<file path="src/dmct_pkg.sv">
// constants for the dual mode compare timer: register map, field positions,
// reset values, clock select codes and power mode codes.
// assumes an axi4-lite master with 32-bit data; only byte lane 0 carries data.
package dmct_pkg;

	localparam int ADDR_W = 8;
	localparam int DATA_W = 32;

	// register byte offsets
	localparam logic [ADDR_W-1:0] OFF_CONTROL = 8'h00;
	localparam logic [ADDR_W-1:0] OFF_CTRL_STATUS = 8'h04;
	localparam logic [ADDR_W-1:0] OFF_CNT_HIGH = 8'h08;
	localparam logic [ADDR_W-1:0] OFF_CNT_LOW = 8'h0C;
	localparam logic [ADDR_W-1:0] OFF_CMP_HIGH = 8'h10;
	localparam logic [ADDR_W-1:0] OFF_CMP_LOW = 8'h14;
	localparam logic [ADDR_W-1:0] OFF_EDGE_IRQ = 8'h18;

	// counter_control_reg fields
	localparam int CTRL_HIGH_LEVEL = 7;
	localparam int CTRL_HIGH_SEL_LSB = 4;
	localparam int CTRL_LOW_LEVEL = 3;
	localparam int CTRL_LOW_SEL_LSB = 0;
	localparam int SEL_TOP = 2;

	// counter_ctrl_status_reg fields
	localparam int CSR_OVF_HIGH = 7;
	localparam int CSR_MATCH_HIGH = 6;
	localparam int CSR_OVIE_HIGH = 5;
	localparam int CSR_CLR_HIGH = 4;
	localparam int CSR_OVF_LOW = 3;
	localparam int CSR_MATCH_LOW = 2;
	localparam int CSR_OVIE_LOW = 1;
	localparam int CSR_CLR_LOW = 0;
	localparam logic [7:0] CSR_FLAG_MASK = 8'hCC;

	// edge select and irq enable register fields
	localparam int AUX_EDGE = 0;
	localparam int AUX_IRQ_HIGH = 1;
	localparam int AUX_IRQ_LOW = 2;

	// reset values
	localparam logic [15:0] CNT_RST = 16'h0000;
	localparam logic [15:0] CMP_RST = 16'hFFFF;
	localparam logic [7:0] CTRL_RST = 8'h00;
	localparam logic [7:0] CSR_RST = 8'h00;
	localparam logic [2:0] AUX_RST = 3'h0;

	// internal clock selection, low two bits of a select field
	localparam int PRE_W = 5;
	localparam logic [1:0] CKS_DIV32 = 2'h0;
	localparam logic [1:0] CKS_DIV16 = 2'h1;
	localparam logic [1:0] CKS_DIV4 = 2'h2;
	localparam logic [1:0] CKS_DIV2 = 2'h3;

	// power modes
	localparam logic [2:0] PM_ACTIVE = 3'h0;
	localparam logic [2:0] PM_SLEEP = 3'h1;
	localparam logic [2:0] PM_WATCH = 3'h2;
	localparam logic [2:0] PM_SUBACTIVE = 3'h3;
	localparam logic [2:0] PM_SUBSLEEP = 3'h4;
	localparam logic [2:0] PM_STANDBY = 3'h5;

	localparam logic [1:0] RESP_OKAY = 2'h0;
	localparam logic [1:0] RESP_SLVERR = 2'h2;

endpackage

</file>
<file path="src/dmct_timer.sv">
// dual mode compare timer: one 16-bit or two 8-bit counters with compare,
// toggling outputs, match and overflow flags, behind an axi4-lite slave.
// assumes event_count_input and power_mode are synchronous to aclk.
//
// Contract
// - high clock select top 0: one 16-bit counter; 1: two 8-bit counters
// - reset: counter 0x0000, compare 0xFFFF, control and status 0x00
// - counter advances one per pulse of the selected clock
// - internal clocks are system clock divided by 32, 16, 4 or 2
// - low select top 0 counts event input, edge chosen by edge select
// - compare pins drive written level and invert on each match
// - match clear bit set clears counter or half on match
// - 16-bit mode: high overflow flag on 0xFFFF to 0x0000
// - match signal issued as counter leaves the matching value
// - counter runs in active and sleep, halts in other modes
// - register writes land only in active mode, are dropped otherwise
// - 16-bit: high pin toggles on full match; control write wins
// - low compare write suppresses a coincident match
// - low match only on a low counter clock pulse
// - 16-bit: high flag on full match, low flag on low byte match
// - 16-bit: low overflow flag on low byte rollover too
// - counter byte write suppresses that byte's coincident overflow
// - 8-bit: each pin toggles on its half; control write wins
// - 8-bit: high compare write suppresses match; high clock paced
// - overflow flag with both enables raises the interrupt request
//
// The AXI4-Lite slave port and the placing of the registers are this design's own decisions.
`timescale 1ns/100ps

module dmct_timer (
	input wire logic aclk,
	input wire logic aresetn,
	input wire logic [dmct_pkg::ADDR_W-1:0] s_axi_awaddr,
	input wire logic s_axi_awvalid,
	output logic s_axi_awready,
	input wire logic [dmct_pkg::DATA_W-1:0] s_axi_wdata,
	input wire logic [3:0] s_axi_wstrb,
	input wire logic s_axi_wvalid,
	output logic s_axi_wready,
	output logic [1:0] s_axi_bresp,
	output logic s_axi_bvalid,
	input wire logic s_axi_bready,
	input wire logic [dmct_pkg::ADDR_W-1:0] s_axi_araddr,
	input wire logic s_axi_arvalid,
	output logic s_axi_arready,
	output logic [dmct_pkg::DATA_W-1:0] s_axi_rdata,
	output logic [1:0] s_axi_rresp,
	output logic s_axi_rvalid,
	input wire logic s_axi_rready,
	input wire logic event_count_input,
	input wire logic [2:0] power_mode,
	output logic compare_out_high,
	output logic compare_out_low,
	output logic timer_irq
);
	import dmct_pkg::*;

	logic awready_q, wready_q, bvalid_q, arready_q, rvalid_q;
	logic [1:0] bresp_q, rresp_q;
	logic [DATA_W-1:0] rdata_q;
	logic aw_held_q, w_held_q;
	logic [ADDR_W-1:0] awaddr_q;
	logic [7:0] wdata_q;
	logic wlane_q;
	logic [7:0] counter_control_reg_q, counter_ctrl_status_reg_q;
	logic [2:0] edge_irq_reg_q;
	logic [15:0] main_counter_q, compare_value_q;
	logic [7:0] temp_q;
	logic [PRE_W-1:0] prescale_q;
	logic event_prev_q;
	logic out_high_q, out_low_q, irq_q;

	logic do_write, active, running, wr_ok, split_mode;
	logic wr_ctrl, wr_csr, wr_cnt_h, wr_cnt_l, wr_cmp_h, wr_cmp_l, wr_aux;
	logic ext_pulse, tick_l, tick_h;
	logic [7:0] counter_high_byte, counter_low_byte, compare_high_byte, compare_low_byte;
	logic eq_low, eq_high, eq_full;
	logic match_l, match_h, ovf_l, ovf_h;
	logic rd_take, rd_hit;
	logic [7:0] rd_byte;

	assign s_axi_awready = awready_q;
	assign s_axi_wready = wready_q;
	assign s_axi_bvalid = bvalid_q;
	assign s_axi_bresp = bresp_q;
	assign s_axi_arready = arready_q;
	assign s_axi_rvalid = rvalid_q;
	assign s_axi_rresp = rresp_q;
	assign s_axi_rdata = rdata_q;
	assign compare_out_high = out_high_q;
	assign compare_out_low = out_low_q;
	assign timer_irq = irq_q;

	assign counter_high_byte = main_counter_q[15:8];
	assign counter_low_byte = main_counter_q[7:0];
	assign compare_high_byte = compare_value_q[15:8];
	assign compare_low_byte = compare_value_q[7:0];

	assign split_mode = counter_control_reg_q[CTRL_HIGH_SEL_LSB + SEL_TOP];

	assign active = (power_mode == PM_ACTIVE);
	assign running = active || (power_mode == PM_SLEEP);

	// write side of the bus: address and data are taken in either order
	assign do_write = aw_held_q && w_held_q && !bvalid_q;
	// writes land only in active mode
	assign wr_ok = do_write && wlane_q && active;
	assign wr_ctrl = wr_ok && (awaddr_q == OFF_CONTROL);
	assign wr_csr = wr_ok && (awaddr_q == OFF_CTRL_STATUS);
	assign wr_cnt_h = wr_ok && (awaddr_q == OFF_CNT_HIGH);
	assign wr_cnt_l = wr_ok && (awaddr_q == OFF_CNT_LOW);
	assign wr_cmp_h = wr_ok && (awaddr_q == OFF_CMP_HIGH);
	assign wr_cmp_l = wr_ok && (awaddr_q == OFF_CMP_LOW);
	assign wr_aux = wr_ok && (awaddr_q == OFF_EDGE_IRQ);

	function automatic logic addr_mapped(input logic [ADDR_W-1:0] a);
		addr_mapped = (a == OFF_CONTROL) || (a == OFF_CTRL_STATUS) || (a == OFF_CNT_HIGH)
			|| (a == OFF_CNT_LOW) || (a == OFF_CMP_HIGH) || (a == OFF_CMP_LOW)
			|| (a == OFF_EDGE_IRQ);
	endfunction

	// one prescaler serves both halves so their ticks stay phase locked
	function automatic logic int_tick(input logic [1:0] sel, input logic [PRE_W-1:0] pre);
		int_tick = 1'b0;
		unique case (sel)
			CKS_DIV32: int_tick = &pre[4:0];
			CKS_DIV16: int_tick = &pre[3:0];
			CKS_DIV4: int_tick = &pre[1:0];
			CKS_DIV2: int_tick = pre[0];
		endcase
	endfunction

	always_ff @(posedge aclk) begin
		if (!aresetn) begin
			prescale_q <= '0;
			event_prev_q <= 1'b0;
		end else begin
			prescale_q <= prescale_q + 1'b1;
			event_prev_q <= event_count_input;
		end
	end

	// event edge detect; narrower pulses can be missed
	assign ext_pulse = edge_irq_reg_q[AUX_EDGE] ? (!event_count_input && event_prev_q)
		: (event_count_input && !event_prev_q);

	assign tick_l = running && (counter_control_reg_q[CTRL_LOW_SEL_LSB + SEL_TOP]
		? int_tick(counter_control_reg_q[CTRL_LOW_SEL_LSB +: 2], prescale_q) : ext_pulse);
	assign tick_h = running && split_mode
		&& int_tick(counter_control_reg_q[CTRL_HIGH_SEL_LSB +: 2], prescale_q);

	assign eq_low = (counter_low_byte == compare_low_byte);
	assign eq_high = (counter_high_byte == compare_high_byte);
	assign eq_full = eq_low && eq_high;

	// match fires on the clock pulse that leaves the equal value
	// low match paced by the low clock; compare write inhibits
	assign match_l = tick_l && eq_low && !wr_cmp_l;
	// high match paced by its own clock in split mode
	assign match_h = split_mode ? (tick_h && eq_high && !wr_cmp_h)
		: (tick_l && eq_full && !wr_cmp_l);

	// a coincident counter byte write hides the overflow
	assign ovf_l = tick_l && (counter_low_byte == 8'hFF) && !wr_cnt_l
		&& !(match_l && counter_ctrl_status_reg_q[CSR_CLR_LOW] && split_mode);
	assign ovf_h = split_mode
		? (tick_h && (counter_high_byte == 8'hFF) && !wr_cnt_h
			&& !(match_h && counter_ctrl_status_reg_q[CSR_CLR_HIGH]))
		: (tick_l && (main_counter_q == 16'hFFFF) && !wr_cnt_l
			&& !(match_h && counter_ctrl_status_reg_q[CSR_CLR_HIGH]));

	// counter
	always_ff @(posedge aclk) begin
		if (!aresetn) begin
			main_counter_q <= CNT_RST;
		end else if (!split_mode) begin
			if (wr_cnt_l) begin
				main_counter_q <= {temp_q, wdata_q};
			end else if (tick_l) begin
				if (match_h && counter_ctrl_status_reg_q[CSR_CLR_HIGH]) begin
					main_counter_q <= CNT_RST;
				end else begin
					// carry from low byte into high byte
					main_counter_q <= main_counter_q + 16'h0001;
				end
			end
		end else begin
			if (wr_cnt_l) begin
				main_counter_q[7:0] <= wdata_q;
			end else if (tick_l) begin
				main_counter_q[7:0] <= (match_l && counter_ctrl_status_reg_q[CSR_CLR_LOW])
					? CNT_RST[7:0] : counter_low_byte + 8'h01;
			end
			if (wr_cnt_h) begin
				main_counter_q[15:8] <= wdata_q;
			end else if (tick_h) begin
				main_counter_q[15:8] <= (match_h && counter_ctrl_status_reg_q[CSR_CLR_HIGH])
					? CNT_RST[15:8] : counter_high_byte + 8'h01;
			end
		end
	end

	// compare value; in 16-bit mode the high byte waits in temp until the low write
	always_ff @(posedge aclk) begin
		if (!aresetn) begin
			compare_value_q <= CMP_RST;
		end else if (wr_cmp_l) begin
			compare_value_q <= split_mode ? {compare_high_byte, wdata_q} : {temp_q, wdata_q};
		end else if (wr_cmp_h && split_mode) begin
			compare_value_q[15:8] <= wdata_q;
		end
	end

	// temp byte: upper write parks data, upper counter read snapshots lower byte
	always_ff @(posedge aclk) begin
		if (!aresetn) begin
			temp_q <= 8'h00;
		end else if ((wr_cnt_h || wr_cmp_h) && !split_mode) begin
			temp_q <= wdata_q;
		end else if (rd_take && (s_axi_araddr == OFF_CNT_HIGH) && !split_mode) begin
			temp_q <= counter_low_byte;
		end
	end

	// control, edge and irq enables
	always_ff @(posedge aclk) begin
		if (!aresetn) begin
			counter_control_reg_q <= CTRL_RST;
			edge_irq_reg_q <= AUX_RST;
		end else begin
			if (wr_ctrl) begin
				counter_control_reg_q <= wdata_q;
			end
			if (wr_aux) begin
				edge_irq_reg_q <= wdata_q[2:0];
			end
		end
	end

	// status: hardware set wins over a software clear in the same cycle
	always_ff @(posedge aclk) begin
		if (!aresetn) begin
			counter_ctrl_status_reg_q <= CSR_RST;
		end else begin
			if (wr_csr) begin
				counter_ctrl_status_reg_q <= (wdata_q & ~CSR_FLAG_MASK)
					| (wdata_q & counter_ctrl_status_reg_q & CSR_FLAG_MASK);
			end
			// full match (high byte match in 8-bit mode) sets high flag, low byte match sets low flag
			if (match_h) begin
				counter_ctrl_status_reg_q[CSR_MATCH_HIGH] <= 1'b1;
			end
			if (match_l) begin
				counter_ctrl_status_reg_q[CSR_MATCH_LOW] <= 1'b1;
			end
			if (ovf_h) begin
				counter_ctrl_status_reg_q[CSR_OVF_HIGH] <= 1'b1;
			end
			// low rollover flagged in both modes
			if (ovf_l) begin
				counter_ctrl_status_reg_q[CSR_OVF_LOW] <= 1'b1;
			end
		end
	end

	// compare pins
	always_ff @(posedge aclk) begin
		if (!aresetn) begin
			out_high_q <= 1'b0;
			out_low_q <= 1'b0;
		end else begin
			// written level beats a coincident toggle
			if (wr_ctrl) begin
				out_high_q <= wdata_q[CTRL_HIGH_LEVEL];
			end else if (match_h) begin
				out_high_q <= !out_high_q;
			end
			// low pin still follows low byte matches in 16-bit mode
			if (wr_ctrl) begin
				out_low_q <= wdata_q[CTRL_LOW_LEVEL];
			end else if (match_l) begin
				out_low_q <= !out_low_q;
			end
		end
	end

	always_ff @(posedge aclk) begin
		if (!aresetn) begin
			irq_q <= 1'b0;
		end else begin
			irq_q <= (edge_irq_reg_q[AUX_IRQ_HIGH] && (counter_ctrl_status_reg_q[CSR_MATCH_HIGH]
				|| (counter_ctrl_status_reg_q[CSR_OVF_HIGH]
					&& counter_ctrl_status_reg_q[CSR_OVIE_HIGH])))
				|| (edge_irq_reg_q[AUX_IRQ_LOW] && (counter_ctrl_status_reg_q[CSR_MATCH_LOW]
				|| (counter_ctrl_status_reg_q[CSR_OVF_LOW]
					&& counter_ctrl_status_reg_q[CSR_OVIE_LOW])));
		end
	end

	// write channels
	always_ff @(posedge aclk) begin
		if (!aresetn) begin
			awready_q <= 1'b1;
			wready_q <= 1'b1;
			aw_held_q <= 1'b0;
			w_held_q <= 1'b0;
			awaddr_q <= '0;
			wdata_q <= 8'h00;
			wlane_q <= 1'b0;
			bvalid_q <= 1'b0;
			bresp_q <= RESP_OKAY;
		end else begin
			if (s_axi_awvalid && awready_q) begin
				awready_q <= 1'b0;
				aw_held_q <= 1'b1;
				awaddr_q <= s_axi_awaddr;
			end
			if (s_axi_wvalid && wready_q) begin
				wready_q <= 1'b0;
				w_held_q <= 1'b1;
				wdata_q <= s_axi_wdata[7:0];
				wlane_q <= s_axi_wstrb[0];
			end
			if (do_write) begin
				aw_held_q <= 1'b0;
				w_held_q <= 1'b0;
				bvalid_q <= 1'b1;
				bresp_q <= addr_mapped(awaddr_q) ? RESP_OKAY : RESP_SLVERR;
			end
			if (bvalid_q && s_axi_bready) begin
				bvalid_q <= 1'b0;
				awready_q <= 1'b1;
				wready_q <= 1'b1;
			end
		end
	end

	// read channels
	assign rd_take = s_axi_arvalid && arready_q;
	assign rd_hit = addr_mapped(s_axi_araddr);

	always_comb begin
		rd_byte = 8'h00;
		unique case (s_axi_araddr)
			OFF_CONTROL: rd_byte = counter_control_reg_q;
			OFF_CTRL_STATUS: rd_byte = counter_ctrl_status_reg_q;
			OFF_CNT_HIGH: rd_byte = counter_high_byte;
			OFF_CNT_LOW: rd_byte = split_mode ? counter_low_byte : temp_q;
			OFF_CMP_HIGH: rd_byte = compare_high_byte;
			OFF_CMP_LOW: rd_byte = compare_low_byte;
			OFF_EDGE_IRQ: rd_byte = {5'h00, edge_irq_reg_q};
			default: rd_byte = 8'h00;
		endcase
	end

	always_ff @(posedge aclk) begin
		if (!aresetn) begin
			arready_q <= 1'b1;
			rvalid_q <= 1'b0;
			rdata_q <= '0;
			rresp_q <= RESP_OKAY;
		end else begin
			if (rd_take) begin
				arready_q <= 1'b0;
				rvalid_q <= 1'b1;
				rdata_q <= {24'h000000, rd_byte};
				rresp_q <= rd_hit ? RESP_OKAY : RESP_SLVERR;
			end else if (rvalid_q && s_axi_rready) begin
				rvalid_q <= 1'b0;
				arready_q <= 1'b1;
			end
		end
	end

endmodule

</file>
<file path="config.mk">
export PLATFORM = sky130hd
export DESIGN_NAME = dmct_timer
export DESIGN_NICKNAME = d
export VERILOG_FILES = /design/src/dmct_pkg.sv /design/src/dmct_timer.sv
export SDC_FILE = /design/constraint.sdc
export NUM_CORES = 1
export LEC_CHECK = 0
export ABC_AREA = 1
export BUFFER_PORTS_ARGS = -buffer_cell sky130_fd_sc_hd__buf_2
export CAP_MARGIN = 10
export CORE_MARGIN = 2
export CORE_UTILIZATION = 41
export CTS_CLUSTER_DIAMETER = 40
export CTS_CLUSTER_SIZE = 30
export DETAILED_ROUTE_END_ITERATION = 6
export SYNTH_ARGS = -nofsm -noshare
export SYNTH_HDL_FRONTEND = slang
export SYNTH_SLANG_ARGS = --single-unit
</file>
<file path="constraint.sdc">
create_clock -name aclk -period 6.8 [get_ports aclk]
set_clock_uncertainty 0.2 [all_clocks]
set_input_delay 1.36 -clock aclk [delete_from_list [all_inputs] [get_ports aclk]]
set_output_delay 1.36 -clock aclk [all_outputs]
set_load 0.03 [all_outputs]
</file>
==> results <==
- The CTS tree is yes.
- Detailed placement ended at an HPWL of 13.4 mm.
- The post-route fraction of the period consumed by the critical path is around 50%.
- The power share of the sequential group is 47.9%.
- The core box area is 13900 sq um.
- The worst hold path belongs to the class reg -> reg.
- The worst setup path is launched from an input port.
- The worst-case headroom to the max-slew limit is between 30% and 40%.
- The number of storage elements in the synthesis netlist is 102.
- For the pin with the worst max-slew slack, the measured transition is 1020 ps.
- The critical register-to-register path startpoint is prescale_q[0].
- The proportion of power drawn by the clock network is between 40 and 50%.
- The capture point of the worst reg-to-reg path is main_counter_q[14].
- After synthesis, flip-flops and latches occupy 34.8% of the total area.
- The largest vdd supply drop is about 0.16 mV.
- The net total in the final layout is 960.
- TritonCTS created 9 clock buffers.
- The depth of the CTS H-tree is 3.
- The via count normalized by instance count is 5.39.
- Summed over all layers, the global routing overflow is 0.
- The flow ran to the end, and the final reports show no timing, DRC or antenna violations.
- The final layout contains routed wiring with a total length of 17.9 mm.
- Cells with a size suffix above 1 make up 12.9% of the layout.
- Setup repair after global routing left no endpoint under its margin.
- The arrival time of the worst setup path is between 3000 and 4000 ps.
- The vertical extent of the die is 124 microns.
- The largest fanout on the critical path is 22.
- In this run the clock root is driven by a sky130_fd_sc_hd__clkbuf_16.
- The final number of setup-violating endpoints is 0.
- Setup total negative slack on the finished layout was measured at 0 ps.
- The most common flop cell mapped by yosys is sky130_fd_sc_hd__dfxtp_1.
- The worst setup path is of the in -> reg kind.
- The via count of the first global-routing pass is 5002.
- The leakage dissipation is 2.71 nW.
- For this configuration, the core starts out at a cell density of 42.2%.
- The total power draw is 1.32 mW.
- 0 antenna diodes ended up in the layout.
- After clock tree synthesis, the clock-pin slew on the worst setup and hold paths is 70 ps.
- Setup slack on the critical path of the routed design comes to 3430 ps.
- For this run, design rule violations remaining after detail routing come to 0.
- Entering global routing, the biggest net connects 60 pins.
- The number of antenna violations at the first check in global routing is 0.
- For this run, the number of Yosys warnings is 0.
- In this run the most critical hold path is launched from wlane_q.
- Once layout is complete, the utilization of the core stands at 46.4%.
- The worst register-to-register path has a setup slack of 3760 ps.
- Yosys mapped a number of flops with a built-in enable equal to 0.
- The die is 124 microns wide.
- Before CTS, the worst setup slack after placement is 3040 ps.
- The cell count along the critical path is 11.
- The first detailed-routing pass ran for 5 iterations.
- At the later pin of the worst-skew pair, clock insertion delay measures roughly 360 ps.
- Walking the worst path, the cells encountered are buf_2 -> nor2_2 -> nand2_2 -> nor2_8 -> nand2_2 -> inv_1 -> nand2_1 -> nand2_1 -> inv_1 -> nand2_1 -> nand3_1.
- The part of the total power dissipated in combinational logic is a little over 9%.
- Once the clock tree was built, the setup fixing pass inserted 0 buffers.
- The data required time of the worst path is 6800 ps.
- Compared with the post-synthesis result, the final layout area differs by 10.1%.
- The hold violation total from the final report is 0.
- The number of hold-repair buffers added at the cts stage is 0.
- The top cell types in the final layout, fill and taps aside, are sky130_fd_sc_hd__nand2_1, sky130_fd_sc_hd__inv_1, sky130_fd_sc_hd__dfxtp_1.
- The number of cells upsized or downsized after cts is 0.
- The average wire per cell in the routed design is roughly 17 microns.
- Counting distinct cell types in the post-synthesis netlist gives 49.
- The launching instance or port of the critical path is power_mode[2].
- The internal power is 0.979 mW.
- Following the worst setup path forward leads to its endpoint at compare_value_q[10].
- The peak clock frequency supported by timing is 296 MHz.
- After synthesis, the share of flip-flops with an asynchronous set or reset is 0%.
- The critical path's largest stage delay is about 400 ps.
- Leaving out fill and tap cells, the most frequent cell in the layout is sky130_fd_sc_hd__nand2_1.
- In this run the tool buffered the top-level ports with 53 buffer cells.
- In this design, the critical path's most frequently occurring cell is sky130_fd_sc_hd__nand2_1.
- The placer's final routability congestion estimate is approximately 0.95.
- The worst register-to-register path has a depth of 12.
- In this run the count of I/O pins placed on the die edge is 107.
- The area of the mapped netlist is 5880 sq um.
- The smallest clock period supported by the final layout is computed as 3370 ps.
- The maximum buffer depth of the clock tree is 2.
- The buffering stage count on the worst path with inverters included is 3.
- The initial DRC count is ~500.
- The worst setup path is captured at a register.
- The wire length of the first global-routing pass is 28.1 mm.
- Dividing total power by cell area gives a power density of 205 nW/um^2.
- Once detail routing completed, the nets flagged for antenna violations numbered 0.
- The via count is 5814.
- The floorplan has 43 rows.
- The number of violations of the max-capacitance limit is 0.
- The switching power share of the total is 26.1%.
- The number of pins exceeding their max-slew limit in the final report was 0.
- Grouping stages by cell kind, the critical path spends the most delay in simple AND/OR/NAND/NOR gates.
- The analysis attributes to net switching a power of 0.346 mW.
- The post-synthesis average cell area is roughly 7 sq um.
- The aggregate global-route resource usage is between 20% and 30%.
- The number of instances in the synthesized netlist is 859.
- The die covers 15300 sq um.
- For this design, the sink count on the clock tree is 102.
- On the critical path, the stage with the largest delay is an instance of sky130_fd_sc_hd__inv_1.
## state kept, by name, summed over array words and instances, names as in the netlist, 3 cells and up
| register | flops |
|---|---|
| wdata_q | 8 |
| counter_control_reg_q | 8 |
| edge_irq_reg_q | 3 |
| s_axi_rdata | 8 |
| main_counter_q | 16 |
| counter_ctrl_status_reg_q | 8 |
| compare_value_q | 16 |
| temp_q | 8 |
| awaddr_q | 8 |
| prescale_q | 5 |
## worst register-to-register path, cell delays in order (launching register included)
cell                       delay, ps
sky130_fd_sc_hd__dfxtp_1         340
sky130_fd_sc_hd__ha_1            230
sky130_fd_sc_hd__nand2_1         100
sky130_fd_sc_hd__nor2_1           60
sky130_fd_sc_hd__ha_1            190
sky130_fd_sc_hd__o211ai_1        150
sky130_fd_sc_hd__nand3_1         100
sky130_fd_sc_hd__nand2_1         270
sky130_fd_sc_hd__nand2_1         440
sky130_fd_sc_hd__o21ai_4         470
sky130_fd_sc_hd__inv_4           100
sky130_fd_sc_hd__o21ai_0         220
sky130_fd_sc_hd__a21oi_2          40
## kinds of logic (layout without fill, tap and decap cells)
family	Yosys count	after routing	share of synthesized area [%]
simple gates	321	321	25.6
compound gates	237	237	22.8
buf+inv	176	190	13.3
flops	102	102	34.8
xor+xnor	18	18	2.68
fa+ha+maj	4	4	0.852
other cells	1	26	0.0638
## stage by stage
step                      std cells  cell area (sq um)  hold slack (ps)
after floorplan                 884               5970              224
after CTS                      1078               6470              259
after global placement         1062               6150              249
final                          1078               6470              254
after global routing           1078               6470              275
after detailed placement       1062               6150              250
## worst min path at each step
stage                     slack (ps)  endpoint  cells past startpoint
after global placement           250   wlane_q                      2
after global routing             280   wlane_q                      2
final                            250   wlane_q                      2
after detailed placement         250   wlane_q                      2
after CTS                        260   wlane_q                      2
after floorplan                  220   wlane_q                      2
## power groups by stage
stage	combinational, mW	clock [mW]	sequential [mW]
4_1_cts	0.122	0.577	0.634
3_3_place_gp	0.121	0	0.647
3_5_place_dp	0.122	0	0.647
2_1_floorplan	0.0938	0	0.645
5_1_grt	0.137	0.602	0.636
6_report	0.122	0.568	0.634
## metal layers
metal  GRT usage, %  share of wire (%)  vias up
li1               -                  -     2876
met1           35.6                 46     2649
met2           36.2                 43      252
met3           3.80                7.5       37
met4           9.52                2.9        0
met5              0                  0        -
## synth_stat cells (2+ instances only)
master                      number  share of area, %
sky130_fd_sc_hd__o31ai_1         3              0.38
sky130_fd_sc_hd__and2_1          2              0.21
sky130_fd_sc_hd__nand4_1        14               1.5
sky130_fd_sc_hd__nor3_4          2              0.55
sky130_fd_sc_hd__clkbuf_1       17               1.1
sky130_fd_sc_hd__o21ai_0        82               7.0
sky130_fd_sc_hd__nand2_2        10               1.1
sky130_fd_sc_hd__buf_4          26               3.3
sky130_fd_sc_hd__nand3_1        38               3.2
sky130_fd_sc_hd__a221oi_1        4              0.60
sky130_fd_sc_hd__inv_2           9              0.57
sky130_fd_sc_hd__inv_1         107               6.8
sky130_fd_sc_hd__nor3_1         14               1.2
sky130_fd_sc_hd__nor2_2          4              0.43
sky130_fd_sc_hd__o21a_1          2              0.26
sky130_fd_sc_hd__o211ai_1       16               2.0
sky130_fd_sc_hd__buf_1           3              0.19
sky130_fd_sc_hd__a21oi_1        95               8.1
sky130_fd_sc_hd__xnor2_1         9               1.3
sky130_fd_sc_hd__xor2_1          9               1.3
sky130_fd_sc_hd__buf_2           9              0.77
sky130_fd_sc_hd__nand2_1       170                11
sky130_fd_sc_hd__nor2_1         48               3.1
sky130_fd_sc_hd__nand2_4         2              0.38
sky130_fd_sc_hd__a21oi_2         2              0.30
sky130_fd_sc_hd__o22ai_1        15               1.6
sky130_fd_sc_hd__dfxtp_1       102                35
sky130_fd_sc_hd__clkbuf_2        2              0.17
sky130_fd_sc_hd__a211oi_1        2              0.26
sky130_fd_sc_hd__a31oi_1         5              0.53
sky130_fd_sc_hd__nand3b_1        3              0.38
sky130_fd_sc_hd__nand3_2         6               1.0
sky130_fd_sc_hd__nor3_2          2              0.34
sky130_fd_sc_hd__ha_1            4              0.85
sky130_fd_sc_hd__nor2_4          3              0.57
sky130_fd_sc_hd__o2111ai_1       5              0.75
## final cells by class
type / count / area, sq um
flip-flops and latches: 102 / 2040
fillers: 1478 / 7460
clock inverters: 5 / 82.6
well taps: 180 / 225
repair buffers: 56 / 288
clock buffers: 11 / 243
multi-input cells: 606 / 3150
inverters: 118 / 445
No activity file was read; power rests on OpenSTA's default activity.
